===== config.mk =====
export PLATFORM = sky130hd
export DESIGN_NAME = dms_data_memory_sector_addressing
export DESIGN_NICKNAME = d
export VERILOG_FILES = /design/src/logic/dms_pkg.sv /design/src/logic/dms_byte_modify.sv /design/src/logic/dms_data_memory_sector_addressing.sv
export SDC_FILE = /design/constraint.sdc
export NUM_CORES = 2
export LEC_CHECK = 0
export BUFFER_PORTS_ARGS = -buffer_cell sky130_fd_sc_hd__buf_2
export CORE_MARGIN = 1.5
export CORE_UTILIZATION = 56
export CTS_CLUSTER_DIAMETER = 120
export DETAILED_ROUTE_END_ITERATION = 16
export HOLD_SLACK_MARGIN = 0.1
export PLACE_DENSITY = 0.8
export SLEW_MARGIN = 10
export SYNTH_ARGS = -nofsm -noshare
export SYNTH_HDL_FRONTEND = slang
export SYNTH_SLANG_ARGS = --single-unit

===== constraint.sdc =====
create_clock -name pclk -period 8.4 [get_ports pclk]
set_clock_uncertainty 0.1 [all_clocks]
set_input_delay 0.84 -clock pclk [delete_from_list [all_inputs] [get_ports pclk]]
set_output_delay 0.84 -clock pclk [all_outputs]
set_load 0.03 [all_outputs]

===== src/logic/dms_pkg.sv =====
package dms_pkg;

  // Data memory geometry
  localparam int unsigned DATA_W      = 8;
  localparam int unsigned XADDR_W     = 9;
  localparam int unsigned LOC_W       = 8;
  localparam int unsigned SFR_LOC_W   = 7;
  localparam int unsigned GP_SEL_BIT  = 7;
  localparam int unsigned SECTORS     = 2;
  localparam int unsigned GP_BYTES    = 256;
  localparam int unsigned SFR_PER_SEC = 128;

  // APB word index: byte address is four times the extended address
  localparam int unsigned APB_IDX_LSB = 2;
  localparam int unsigned APB_TOP_LSB = APB_IDX_LSB + XADDR_W;

  // Fixed special-function locations (sector zero)
  localparam logic [7:0] LOC_PORT0  = 8'h00;
  localparam logic [7:0] LOC_PTR0   = 8'h01;
  localparam logic [7:0] LOC_PORT1  = 8'h02;
  localparam logic [7:0] LOC_PTR1L  = 8'h03;
  localparam logic [7:0] LOC_PTR1S  = 8'h04;
  localparam logic [7:0] LOC_PORT2  = 8'h0C;
  localparam logic [7:0] LOC_PTR2L  = 8'h0D;
  localparam logic [7:0] LOC_PTR2S  = 8'h0E;

  // Reset and read-back values
  localparam logic [7:0] PTR_RESET  = 8'h00;
  localparam logic [7:0] RAM_RESET  = 8'h00;
  localparam logic [7:0] READ_ZERO  = 8'h00;

  // Command field carried in pwdata on writes
  localparam int unsigned CMD_LSB   = 8;
  localparam int unsigned CMD_W     = 2;
  localparam int unsigned BIT_LSB   = 10;
  localparam int unsigned BIT_W     = 3;
  localparam int unsigned DOWN_BIT  = 13;

  // Unused locations, one bit per in-sector location 00H..7FH
  localparam logic [127:0] UNUSED_SEC0 =
    128'hFF80_0000_0000_0000_8000_0000_0000_0000;
  localparam logic [127:0] UNUSED_SEC1 =
    128'hFFFF_FFFF_FFFF_FFFE_FFFF_FFFF_FFFF_FFFF;
  localparam logic [127:0] MASK_NONE   =
    128'h0000_0000_0000_0000_0000_0000_0000_0000;

  typedef enum logic [1:0] {
    OP_WRITE = 2'h0,
    OP_SET   = 2'h1,
    OP_CLR   = 2'h2,
    OP_STEP  = 2'h3
  } dms_op_type;

  typedef enum logic [1:0] {
    CLS_VOID = 2'h0,
    CLS_RAM  = 2'h1,
    CLS_PTR  = 2'h2,
    CLS_EXT  = 2'h3
  } dms_cls_type;

  typedef enum logic [2:0] {
    ST_IDLE = 3'b001,
    ST_EXEC = 3'b010,
    ST_DONE = 3'b100
  } dms_state_type;

endpackage : dms_pkg


===== src/logic/dms_byte_modify.sv =====
`timescale 1ns/1ps

module dms_byte_modify (
  // Operand
  input  wire logic [7:0]         old_byte,
  input  wire dms_pkg::dms_op_type op,
  input  wire logic [7:0]         wbyte,
  input  wire logic [2:0]         bit_sel,
  input  wire logic               step_down,
  // Result
  output logic      [7:0]         new_byte
);

  logic [7:0] one_hot;

  always_comb begin
    one_hot = 8'h01 << bit_sel;
    case (op)
      dms_pkg::OP_WRITE: new_byte = wbyte;
      dms_pkg::OP_SET:   new_byte = old_byte | one_hot;
      dms_pkg::OP_CLR:   new_byte = old_byte & ~one_hot;
      dms_pkg::OP_STEP:  new_byte = step_down ? old_byte - 8'h01
                                              : old_byte + 8'h01;
      default:           new_byte = wbyte;
    endcase
  end

endmodule : dms_byte_modify


===== src/logic/dms_data_memory_sector_addressing.sv =====
`timescale 1ns/1ps

// Functional notes
// - Ports one and two take sector from pointer high, location from low.
// - No bank register; sector comes from pointer highs or extended address.
// - Extended address is 9 bits: sector above, in-sector byte below.
// - Direct addressing reaches every sector, not only sector zero.
// - General-purpose bytes read, write, and single-bit set or clear.
// - Protected special locations read normally, writes ignored.
// - Unused special locations read as 00H.
// - Reserved special locations keep their content when written.
// - Access to a virtual port goes to the address its pointer holds.
// - Port zero with its single pointer reaches sector zero only.
// - Ports one and two with pointer pairs reach any sector.
// - Virtual port accessed as itself reads 00H, write does nothing.
// - In-sector 00H-7FH is special area, 80H-FFH general-purpose.
// - 256 general-purpose bytes, 80H-FFH of sectors zero and one.
// - Extended address 1F0H is location 0F0H of sector one.
module dms_data_memory_sector_addressing #(
  parameter int unsigned  PADDR_W     = 12,
  parameter logic [127:0] RO_SEC0     = dms_pkg::MASK_NONE,
  parameter logic [127:0] RO_SEC1     = dms_pkg::MASK_NONE,
  parameter logic [127:0] RSVD_SEC0   = dms_pkg::MASK_NONE,
  parameter logic [127:0] RSVD_SEC1   = dms_pkg::MASK_NONE
) (
  // Clock and reset
  input  wire logic               pclk,
  input  wire logic               presetn,
  // APB slave
  input  wire logic               psel,
  input  wire logic               penable,
  input  wire logic               pwrite,
  input  wire logic [PADDR_W-1:0] paddr,
  input  wire logic [31:0]        pwdata,
  output logic      [31:0]        prdata,
  output logic                    pready,
  output logic                    pslverr,
  // Peripheral special-function port
  output logic                    sfr_sector,
  output logic      [6:0]         sfr_loc,
  output logic                    sfr_rd,
  output logic                    sfr_wr,
  output logic      [7:0]         sfr_wdata,
  input  wire logic [7:0]         sfr_rdata
);

  ////////////////////////////////////////////////////////////////////////////
  // State
  dms_pkg::dms_state_type state_ff;
  dms_pkg::dms_state_type nxt_state;
  dms_pkg::dms_cls_type   cls_ff;
  dms_pkg::dms_cls_type   nxt_cls;
  dms_pkg::dms_op_type    op_ff;
  logic [7:0]             idx_ff;
  logic [7:0]             nxt_idx;
  logic                   wr_ok_ff;
  logic                   nxt_wr_ok;
  logic                   write_ff;
  logic                   err_ff;
  logic [7:0]             wdat_ff;
  logic [2:0]             bit_ff;
  logic                   down_ff;

  logic [7:0]             ptr0_ff;
  logic [7:0]             ptr1l_ff;
  logic [7:0]             ptr1s_ff;
  logic [7:0]             ptr2l_ff;
  logic [7:0]             ptr2s_ff;
  logic [7:0]             ram_ff [dms_pkg::GP_BYTES];

  logic [31:0]            prdata_ff;
  logic                   pready_ff;
  logic                   pslverr_ff;
  logic                   sfr_sector_ff;
  logic [6:0]             sfr_loc_ff;
  logic                   sfr_rd_ff;
  logic                   sfr_wr_ff;
  logic [7:0]             sfr_wdata_ff;

  ////////////////////////////////////////////////////////////////////////////
  // Address resolution, evaluated in the first access cycle
  logic                   take;
  logic                   bad_addr;
  logic [8:0]             xaddr;
  logic [7:0]             loc_raw;
  logic [7:0]             eff_sec;
  logic [7:0]             eff_loc;
  logic [6:0]             sfr_i;
  logic                   is_port;
  logic                   is_ptr;
  logic                   unused_hit;
  logic                   prot_hit;

  assign take     = psel && penable && (state_ff == dms_pkg::ST_IDLE);
  assign bad_addr = |paddr[PADDR_W-1:dms_pkg::APB_TOP_LSB];
  assign xaddr    = paddr[dms_pkg::APB_IDX_LSB +: dms_pkg::XADDR_W];
  assign loc_raw  = xaddr[7:0];

  always_comb begin
    eff_sec = {7'h00, xaddr[8]};
    eff_loc = loc_raw;
    if (xaddr[8] == 1'b0) begin
      case (loc_raw)
        dms_pkg::LOC_PORT0: begin
          eff_sec = 8'h00;
          eff_loc = ptr0_ff;
        end
        // pair one selects sector and location
        dms_pkg::LOC_PORT1: begin
          eff_sec = ptr1s_ff;
          eff_loc = ptr1l_ff;
        end
        // pair two selects sector and location
        dms_pkg::LOC_PORT2: begin
          eff_sec = ptr2s_ff;
          eff_loc = ptr2l_ff;
        end
        default: begin
          eff_sec = 8'h00;
          eff_loc = loc_raw;
        end
      endcase
    end
  end

  always_comb begin
    sfr_i      = eff_loc[dms_pkg::SFR_LOC_W-1:0];
    is_port    = (eff_sec == 8'h00) &&
                 ((eff_loc == dms_pkg::LOC_PORT0) ||
                  (eff_loc == dms_pkg::LOC_PORT1) ||
                  (eff_loc == dms_pkg::LOC_PORT2));
    is_ptr     = (eff_sec == 8'h00) &&
                 ((eff_loc == dms_pkg::LOC_PTR0)  ||
                  (eff_loc == dms_pkg::LOC_PTR1L) ||
                  (eff_loc == dms_pkg::LOC_PTR1S) ||
                  (eff_loc == dms_pkg::LOC_PTR2L) ||
                  (eff_loc == dms_pkg::LOC_PTR2S));
    unused_hit = eff_sec[0] ? dms_pkg::UNUSED_SEC1[sfr_i]
                            : dms_pkg::UNUSED_SEC0[sfr_i];
    prot_hit   = eff_sec[0] ? (RO_SEC1[sfr_i] || RSVD_SEC1[sfr_i])
                            : (RO_SEC0[sfr_i] || RSVD_SEC0[sfr_i]);
    nxt_idx    = eff_loc;
    nxt_wr_ok  = 1'b0;
    nxt_cls    = dms_pkg::CLS_VOID;
    if (bad_addr) begin
      nxt_cls = dms_pkg::CLS_VOID;
    end else if (eff_sec >= 8'(dms_pkg::SECTORS)) begin
      nxt_cls = dms_pkg::CLS_VOID;
    end else if (eff_loc[dms_pkg::GP_SEL_BIT]) begin
      nxt_cls   = dms_pkg::CLS_RAM;
      nxt_idx   = {eff_sec[0], eff_loc[6:0]};
      nxt_wr_ok = 1'b1;
    end else if (is_ptr) begin
      nxt_cls   = dms_pkg::CLS_PTR;
      nxt_wr_ok = 1'b1;
    end else if (is_port) begin
      nxt_cls = dms_pkg::CLS_VOID;
    end else if (unused_hit) begin
      nxt_cls = dms_pkg::CLS_VOID;
    end else begin
      nxt_cls   = dms_pkg::CLS_EXT;
      nxt_idx   = {eff_sec[0], sfr_i};
      nxt_wr_ok = !prot_hit;
    end
  end

  ////////////////////////////////////////////////////////////////////////////
  // Sequencer: capture, execute, answer
  always_comb begin
    case (state_ff)
      dms_pkg::ST_IDLE: nxt_state = take ? dms_pkg::ST_EXEC
                                         : dms_pkg::ST_IDLE;
      dms_pkg::ST_EXEC: nxt_state = dms_pkg::ST_DONE;
      dms_pkg::ST_DONE: nxt_state = dms_pkg::ST_IDLE;
      default:          nxt_state = dms_pkg::ST_IDLE;
    endcase
  end

  always_ff @(posedge pclk or negedge presetn) begin
    if (!presetn) begin
      state_ff <= dms_pkg::ST_IDLE;
    end else begin
      state_ff <= nxt_state;
    end
  end

  always_ff @(posedge pclk or negedge presetn) begin
    if (!presetn) begin
      cls_ff   <= dms_pkg::CLS_VOID;
      op_ff    <= dms_pkg::OP_WRITE;
      idx_ff   <= 8'h00;
      wr_ok_ff <= 1'b0;
      write_ff <= 1'b0;
      err_ff   <= 1'b0;
      wdat_ff  <= 8'h00;
      bit_ff   <= 3'h0;
      down_ff  <= 1'b0;
    end else if (take) begin
      cls_ff   <= nxt_cls;
      op_ff    <= dms_pkg::dms_op_type'(
                    pwdata[dms_pkg::CMD_LSB +: dms_pkg::CMD_W]);
      idx_ff   <= nxt_idx;
      wr_ok_ff <= nxt_wr_ok;
      write_ff <= pwrite;
      err_ff   <= bad_addr;
      wdat_ff  <= pwdata[7:0];
      bit_ff   <= pwdata[dms_pkg::BIT_LSB +: dms_pkg::BIT_W];
      down_ff  <= pwdata[dms_pkg::DOWN_BIT];
    end
  end

  ////////////////////////////////////////////////////////////////////////////
  // Old value, new value and write strobe
  logic [7:0] old_byte;
  logic [7:0] new_byte;
  logic       wr_go;

  always_comb begin
    case (cls_ff)
      dms_pkg::CLS_RAM: old_byte = ram_ff[idx_ff];
      dms_pkg::CLS_EXT: old_byte = sfr_rdata;
      dms_pkg::CLS_PTR: begin
        case (idx_ff)
          dms_pkg::LOC_PTR0:  old_byte = ptr0_ff;
          dms_pkg::LOC_PTR1L: old_byte = ptr1l_ff;
          dms_pkg::LOC_PTR1S: old_byte = ptr1s_ff;
          dms_pkg::LOC_PTR2L: old_byte = ptr2l_ff;
          dms_pkg::LOC_PTR2S: old_byte = ptr2s_ff;
          default:            old_byte = dms_pkg::READ_ZERO;
        endcase
      end
      default:          old_byte = dms_pkg::READ_ZERO;
    endcase
  end

  // Bit ops and steps are read-modify-write, so they need the old byte
  dms_byte_modify u_modify (
    .old_byte  (old_byte),
    .op        (op_ff),
    .wbyte     (wdat_ff),
    .bit_sel   (bit_ff),
    .step_down (down_ff),
    .new_byte  (new_byte)
  );

  assign wr_go = (state_ff == dms_pkg::ST_EXEC) && write_ff && wr_ok_ff;

  ////////////////////////////////////////////////////////////////////////////
  // General-purpose storage
  always_ff @(posedge pclk or negedge presetn) begin
    if (!presetn) begin
      for (int i = 0; i < int'(dms_pkg::GP_BYTES); i++) begin
        ram_ff[i] <= dms_pkg::RAM_RESET;
      end
    end else if (wr_go && (cls_ff == dms_pkg::CLS_RAM)) begin
      ram_ff[idx_ff] <= new_byte;
    end
  end

  ////////////////////////////////////////////////////////////////////////////
  // Pointers; a step on a low byte never touches its sector byte
  always_ff @(posedge pclk or negedge presetn) begin
    if (!presetn) begin
      ptr0_ff  <= dms_pkg::PTR_RESET;
      ptr1l_ff <= dms_pkg::PTR_RESET;
      ptr1s_ff <= dms_pkg::PTR_RESET;
      ptr2l_ff <= dms_pkg::PTR_RESET;
      ptr2s_ff <= dms_pkg::PTR_RESET;
    end else if (wr_go && (cls_ff == dms_pkg::CLS_PTR)) begin
      case (idx_ff)
        dms_pkg::LOC_PTR0:  ptr0_ff  <= new_byte;
        dms_pkg::LOC_PTR1L: ptr1l_ff <= new_byte;
        dms_pkg::LOC_PTR1S: ptr1s_ff <= new_byte;
        dms_pkg::LOC_PTR2L: ptr2l_ff <= new_byte;
        dms_pkg::LOC_PTR2S: ptr2s_ff <= new_byte;
        default:            ptr0_ff  <= ptr0_ff;
      endcase
    end
  end

  ////////////////////////////////////////////////////////////////////////////
  // Peripheral port: read strobe in execute, write strobe in answer cycle
  always_ff @(posedge pclk or negedge presetn) begin
    if (!presetn) begin
      sfr_sector_ff <= 1'b0;
      sfr_loc_ff    <= 7'h00;
      sfr_rd_ff     <= 1'b0;
      sfr_wr_ff     <= 1'b0;
      sfr_wdata_ff  <= 8'h00;
    end else begin
      sfr_rd_ff <= take && (nxt_cls == dms_pkg::CLS_EXT);
      if (take) begin
        sfr_sector_ff <= nxt_idx[7];
        sfr_loc_ff    <= nxt_idx[6:0];
      end
      sfr_wr_ff <= wr_go && (cls_ff == dms_pkg::CLS_EXT);
      if (wr_go && (cls_ff == dms_pkg::CLS_EXT)) begin
        sfr_wdata_ff <= new_byte;
      end
    end
  end

  ////////////////////////////////////////////////////////////////////////////
  // APB answer
  always_ff @(posedge pclk or negedge presetn) begin
    if (!presetn) begin
      prdata_ff  <= 32'h0000_0000;
      pready_ff  <= 1'b0;
      pslverr_ff <= 1'b0;
    end else if (state_ff == dms_pkg::ST_EXEC) begin
      prdata_ff  <= write_ff ? 32'h0000_0000 : {24'h00_0000, old_byte};
      pready_ff  <= 1'b1;
      pslverr_ff <= err_ff;
    end else begin
      pready_ff  <= 1'b0;
      pslverr_ff <= 1'b0;
    end
  end

  assign prdata     = prdata_ff;
  assign pready     = pready_ff;
  assign pslverr    = pslverr_ff;
  assign sfr_sector = sfr_sector_ff;
  assign sfr_loc    = sfr_loc_ff;
  assign sfr_rd     = sfr_rd_ff;
  assign sfr_wr     = sfr_wr_ff;
  assign sfr_wdata  = sfr_wdata_ff;

endmodule : dms_data_memory_sector_addressing


Yosys cells after proc, flatten, opt, wreduce, memory -nomap -nowiden
Memory sizes are Yosys's and may differ from the RTL's.
Index checks and enable logic that the tools add are counted.
{"block": "op_classes", "addsub": 2, "magnitude_cmp": 4, "n_eq_ne": 23, "n_shift": 1, "mux": 41, "bitwise": 4, "n_reduce_logical": 27}
{"cell": "bitwise mux 2048 bit", "count": 1}
{"cell": "2-to-1 mux 8 bit", "count": 13}
{"cell": "binary-select mux 8 bit (select 8 bit)", "count": 1}
{"cell": "demux 8 bit (select 8 bit)", "count": 1}
{"cell": "== test 8 x 4 -> 1 bit, second input constant", "count": 6}
{"cell": "one-hot mux 8 bit (3 select lines)", "count": 2}
{"cell": "one-hot mux 8 bit (5 select lines)", "count": 1}
{"cell": "== test 8 x 2 -> 1 bit, second input constant", "count": 4}
{"cell": "one-hot mux 8 bit (4 select lines)", "count": 1}
{"cell": "logical NOT 8 bit", "count": 3}
{"cell": "== test 8 x 1 -> 1 bit, second input constant", "count": 2}
{"cell": "== test 8 x 3 -> 1 bit, second input constant", "count": 2}
{"cell": "one-hot mux 8 bit (2 select lines)", "count": 1}
{"cell": "2-to-1 mux 2 bit", "count": 7}
{"cell": "2-to-1 mux 1 bit", "count": 12}
{"cell": "logical AND 1 bit", "count": 11}
{"cell": "== test 2 bit, second input constant", "count": 5}
{"cell": "AND reduction 2 bit", "count": 5}
{"cell": ">= comparator 9 bit, second input constant", "count": 1}
{"cell": "< comparator 9 x 1 -> 1 bit, second input constant", "count": 1}
{"cell": "inverter 8 -> 9 bit", "count": 1}
{"cell": "adder 8 x 1 -> 8 bit, second input constant", "count": 1}
{"cell": "AND 8 bit", "count": 1}
{"cell": ">= comparator 8 x 2 -> 1 bit, second input constant", "count": 1}
{"cell": "12 further kinds", "count": 18}
{"block": "totals", "ff_bits": 2170, "romBits": 384, "in_bits": 57, "memories": 3}
{"memory": "(name not given)", "depth": 128, "width": 1, "read_ports": 1, "rd_ports_with_merged_regs": 0, "write_ports": 0, "line_no": "dms_data_memory_sector_addressing.sv:141", "rtl": ": (RO_SEC0[sfr_i] || RSVD_SEC0[sfr_i]);"}
{"memory": "(name not given)", "depth": 128, "width": 1, "read_ports": 1, "rd_ports_with_merged_regs": 0, "write_ports": 0, "line_no": "dms_data_memory_sector_addressing.sv:139", "rtl": ": dms_pkg::UNUSED_SEC0[sfr_i];"}
{"memory": "(name not given)", "depth": 128, "width": 1, "read_ports": 1, "rd_ports_with_merged_regs": 0, "write_ports": 0, "line_no": "dms_data_memory_sector_addressing.sv:138", "rtl": "unused_hit = eff_sec[0] ? dms_pkg::UNUSED_SEC1[sfr_i]"}

Depth between registers and ports, before layout
{"block": "depth", "ltp_word": 15, "mapped_depth": 27, "mapped_depth_nobuf": 18}

Hierarchy
From an unflattened synthesis, not the netlist that was laid out.
{"block": "hier_totals", "cells_unflattened": 6522, "hier_area_um2": 98956.2}
{"module": "dms_data_memory_sector_addressing", "instances": 1, "cells_per_inst": 6428, "area_per_inst_um2": 98343.1, "seq_area_each_um2": 53477.5}
{"module": "dms_byte_modify", "instances": 1, "cells_per_inst": 94, "area_per_inst_um2": 613.1, "seq_area_each_um2": 0.0}

Worst setup path before layout
OpenSTA, ideal clock, no wires.
{"block": "synth_timing", "kind": "flip-flop to flip-flop", "startpoint": "reg idx_ff[1]", "endpoint": "reg ram_ff[462] (netlist name)", "setup_ns": 0.127, "arrival_ns": 5.270, "path_slack_ns": 2.903, "stages_incl_launch_ff": 23, "path_buffers": 7, "cell_sequence": "dfrtp_1 buf_2 buf_2 buf_2 clkbuf_1 clkbuf_1 mux4_2 mux4_2 a22oi_1 nand4_1 a211oi_1 nor2_1 ha_1 a21o_1 a21oi_1 o21bai_1 a21oi_1 xor2_1 a21oi_1 a211oi_4 buf_4 buf_4 o21ai_1"}
{"block": "synth_via", "elab_chain_len": 9, "elab_cells_between_ends": 23, "classes_between": "add/sub: 2; order compare: 2; eq/ne: 5; mux: 10; bitwise: 3; reduce/logical: 1"}
{"item": "start: declaration", "line_no": "dms_data_memory_sector_addressing.sv:54", "rtl": "logic [7:0] idx_ff;"}
{"item": "start signal: assignment", "line_no": "dms_data_memory_sector_addressing.sv:202", "rtl": "idx_ff <= nxt_idx;"}
{"item": "inverter 8 -> 9 bit (implied by the code)", "line_no": "dms_data_memory_sector_addressing.sv:220, dms_data_memory_sector_addressing.sv:256"}
{"item": "binary-select mux 8 bit (select 8 bit)", "line_no": "dms_data_memory_sector_addressing.sv:220", "rtl": "dms_pkg::CLS_RAM: old_byte = ram_ff[idx_ff];"}
{"item": "2-to-1 mux 8 bit (implied by the code) (2 in series)", "line_no": "dms_data_memory_sector_addressing.sv:220"}
{"item": "one-hot mux 8 bit (3 select lines)", "line_no": "dms_data_memory_sector_addressing.sv:219", "rtl": "case (cls_ff)"}
{"item": "adder 8 x 1 -> 8 bit or subtractor 8 x 1 -> 8 bit (tied branches)", "line_no": "dms_byte_modify.sv:23, dms_byte_modify.sv:22"}
{"item": "2-to-1 mux 8 bit", "line_no": "dms_byte_modify.sv:22", "rtl": "dms_pkg::OP_STEP: new_byte = step_down ? old_byte - 8'h01"}
{"item": "one-hot mux 8 bit (4 select lines)", "line_no": "dms_byte_modify.sv:18", "rtl": "case (op)"}
{"item": "bitwise mux 2048 bit (*)", "line_no": "dms_data_memory_sector_addressing.sv:256", "rtl": "ram_ff[idx_ff] <= new_byte;"}
{"item": "end signal: indexed assignment", "line_no": "dms_data_memory_sector_addressing.sv:253", "rtl": "ram_ff[i] <= dms_pkg::RAM_RESET;"}
{"item": "end signal: indexed assignment", "line_no": "dms_data_memory_sector_addressing.sv:256"}
{"item": "end: declaration", "line_no": "dms_data_memory_sector_addressing.sv:69", "rtl": "logic [7:0] ram_ff [dms_pkg::GP_BYTES];"}
Every way passes the cells marked *; elsewhere a longest branch is shown, timed or not. The select of a mux whose other input is x is not followed.
A chain may end at the register's enable or synchronous reset.

Worst setup path after layout
{"block": "layout_timing", "startpoint": "reg idx_ff[0]", "endpoint": "reg ram_ff[479] (netlist name)"}
Same word-level chain as after synthesis.

==> flow_metrics.py <==
metrics = {
    "final_layout": {
        "nFillCells": 12300,
        "layout_commonest_cell": "nand2_1",
        "most-common-layout-cells": "nand2_1, dfrtp_1, o21ai_0",
        "layout-drive-gt1-share_pct": 13.7,
        "nets": 8442,
        "syn2layout_area_growth_pct": 9.11,
    },
    "sta": {
        "fmax_mhz": 130,
        "finalCritPeriodShare_pct": 91.9,
        "hold_violations": 0,
        "hold_slack_ns": 0.307,
        "rsz0062_at_grt": "false",
        "drv_slew": 0,
        "tns_ns": 0,
        "post-route-min-period_ns": 7.72,
        "setup_violations": 0,
        "slew_headroom_pct": 7.23,
        "worstMarginPinSlew_ns": 1.39,
    },
    "worst_hold_path": {
        "whs_endpoint": "idx_ff[0]",
        "holdPathStages": 3,
        "hold_path_startpoint": "paddr[2]",
        "hp-class": "input pin to flip-flop",
    },
    "clocking": {
        "cts_tree": "built",
        "cts_sinks": 2138,
        "clockRootBuffer": "clkbuf_16",
        "clkTransAtPathRegs_ns": 0.07,
        "numCtsBuffers": 202,
        "cts_setup_buffers": 0,
        "clock_latency_ns": 0.90,
        "htreeDepth": 4,
        "clockBufferDepth": 3,
    },
    "critical_path": {
        "required_ns": 9.01,
        "cp_slowest_cell": "dfrtp_4",
        "worst-path-buf-inv": 2,
        "start_kind": "flip-flop",
        "r2r_end": "ram_ff[479]",
        "r2r_cells": 18,
        "arrival_ns": 8.33,
        "cp_top_family": "compound AO/OA/AOI/OAI gates",
        "reg2reg_from": "idx_ff[0]",
        "critical_path.cell_chain": "buf_12 > mux4_2 > mux4_2 > a221oi_1 > nor2_1 > a211oi_1 > nor2_1 > ha_1 > a21o_1 > a21oi_1 > o21bai_1 > a21oi_1 > o21ai_0 > a21oi_1 > xnor2_2 > a21oi_4 > buf_12 > o21ai_0",
        "critPathKind": "flip-flop to flip-flop",
        "r2r_slack_ns": 0.68,
        "critical_path.max_stage_delay_ns": 1.07,
        "crit_fanout": 169,
        "endpoint_kind": "flip-flop",
        "path_common_cell": "a21oi_1",
    },
    "run": {
        "max_cap_viol_count": 0,
    },
    "drt": {
        "routed_wirelength_um": 271000,
        "vias": 69900,
        "via_per_inst": 6.50,
        "dr.pass1.iters": 9,
        "wl_per_cell_um": 25.2,
        "drtAntennaViolNets": 0,
        "drtIter0Drc": 9198,
        "drc": 0,
    },
    "floorplan": {
        "die_height_um": 413,
        "die_w_um": 413,
        "die-area_um2": 171000,
        "fp-row-count": 150,
        "coreArea_um2": 167000,
        "initial_core_util_pct": 56.3,
        "ioPinCount": 109,
    },
    "placed_design": {
        "port_buffers": 64,
        "hpwlAfterDp_um": 165000,
        "gp_congestion": 0.967,
    },
    "pwr": {
        "power.leakage_nw": 45.5,
        "power_density_nw_per_um2": 240,
        "peakVddDrop_uv": 369,
    },
    "global_route": {
        "grt_max_degree": 263,
        "grt_pass1_vias": 69400,
        "grt-ovfl-total": 0,
        "grt_busiest_layer": "met2",
        "groute.usage.overall_pct": 32.1,
        "grt_use_met3_pct": 9.95,
        "grt_pass1_wl_um": 415000,
        "antenna_found_initial": 11,
        "gr-usage-met1_pct": 40.6,
        "use_met2_pct": 48.7,
    },
    "yosys": {
        "synth.area.top_cells": "dfrtp_1, mux4_2, nand2_1",
        "synth_cell_types": 85,
        "synth-main-ff-cell": "dfrtp_1",
        "ys_ff_latch": 2138,
        "post-synth-top-area-fraction_pct": 56.8,
        "syn_area_per_cell_um2": 10.9,
        "synth-edff-count": 0,
        "synth_top_cell_by_area": "dfrtp_1",
        "ys_warn_count": 0,
        "syn_area_um2": 94200,
        "ys_seq_area_share_pct": 56.8,
        "synthCells": 8681,
        "async_reset_ff_share_pct": 100,
    },
    "status": {
        "status": "finished clean",
    },
}
## worst register-to-register path, delay by kind of cell, from the launching register on
family                     cells  cell delay (ns)
and+or+nand+nor                2             0.42
AOI/OAI and AO/OA             10             3.23
muxes                          2             1.19
adders and majority gates      1             0.42
xor gates and xnor gates       1             0.12
DFF                            1             1.07
buffers and inverters          2             1.02
## cell families after synthesis
kind of cell               synth area share, %
muxes                                     14.8
DFF                                       56.8
adders and majority gates                0.112
AOI/OAI and AO/OA                         13.2
other                                  0.00398
buffers and inverters                     3.77
and+or+nand+nor                           11.2
xor gates and xnor gates                0.0545
## sequential cells by signal, summed over array words and instances, names as in the netlist, 8 cells and up
register and cells:
idx_ff 8, prdata 8, ptr0_ff 8, ptr1l_ff 8
ptr1s_ff 8, ptr2l_ff 8, ptr2s_ff 8, ram_ff 2048
sfr_wdata 8, wdat_ff 8
## repair_timing
action / 4_1_cts / 5_1_grt
hold endpoints to repair: 139 / 0
hold buffers: 17 / 0
resized for setup: 0 / 0
## layout make-up
class	instances	area (um2)	area share [%]
flip-flops and latches	2138	53500	52.1
diodes	10	25.0	0.0243
repair buffers	225	2020	1.97
multi-input cells	5790	37500	36.4
clock inverters	76	983	0.956
inverters	21	78.8	0.0767
well taps	2204	2760	2.68
clock buffers	296	5970	5.81
## report_power, final
group,internal (W),switching [W],total [W]
clock network,0.00549,0.00405,0.00954
logic,0.00112,0.00351,0.00463
registers,0.0104,0.000199,0.0106
## metrics by stage
stage,area (um2),setup WS [ns],cells,utilization [%],total power [W]
2_1_floorplan,94300,2.90,8704,-,0.0136
3_3_place_gp,95700,1.06,10400,57.2,0.0151
4_1_cts,103000,0.967,10800,61.5,0.0246
5_1_grt,103000,0.692,10800,61.5,0.0253
3_5_place_dp,95700,1.02,10400,57.2,0.0152
6_report,103000,0.680,10800,61.5,0.0247
## synthesized netlist by cell type (all sizes together) (19+ instances only)
cell type  count
nand2       2474
nor2          59
nor3          21
o21ai       2133
dfrtp       2137
clkbuf       524
a22oi         66
mux2i        112
buf          231
nand4         19
a22o          24
a21oi         42
nand3         24
inv           20
mux4         563
## metal layers
layer | vias to the layer above | share of wire [%]
met5 | - | 0.025
met2 | 4120 | 46
met3 | 970 | 12
li1 | 29700 | -
met1 | 35100 | 36
met4 | 10 | 6.8
## worst max-delay path by stage
stage,start,to,slack [ns],cells past startpoint
floorplan,idx_ff[1],ram_ff[462],2.90,22
global placement,idx_ff[0],ram_ff[1935],1.06,18
detailed placement,idx_ff[0],ram_ff[527],1.02,18
CTS,idx_ff[0],ram_ff[102],0.97,17
global route,idx_ff[0],ram_ff[102],0.69,17
finish,idx_ff[0],ram_ff[479],0.68,18
No activity file was read; power rests on OpenSTA's default activity.
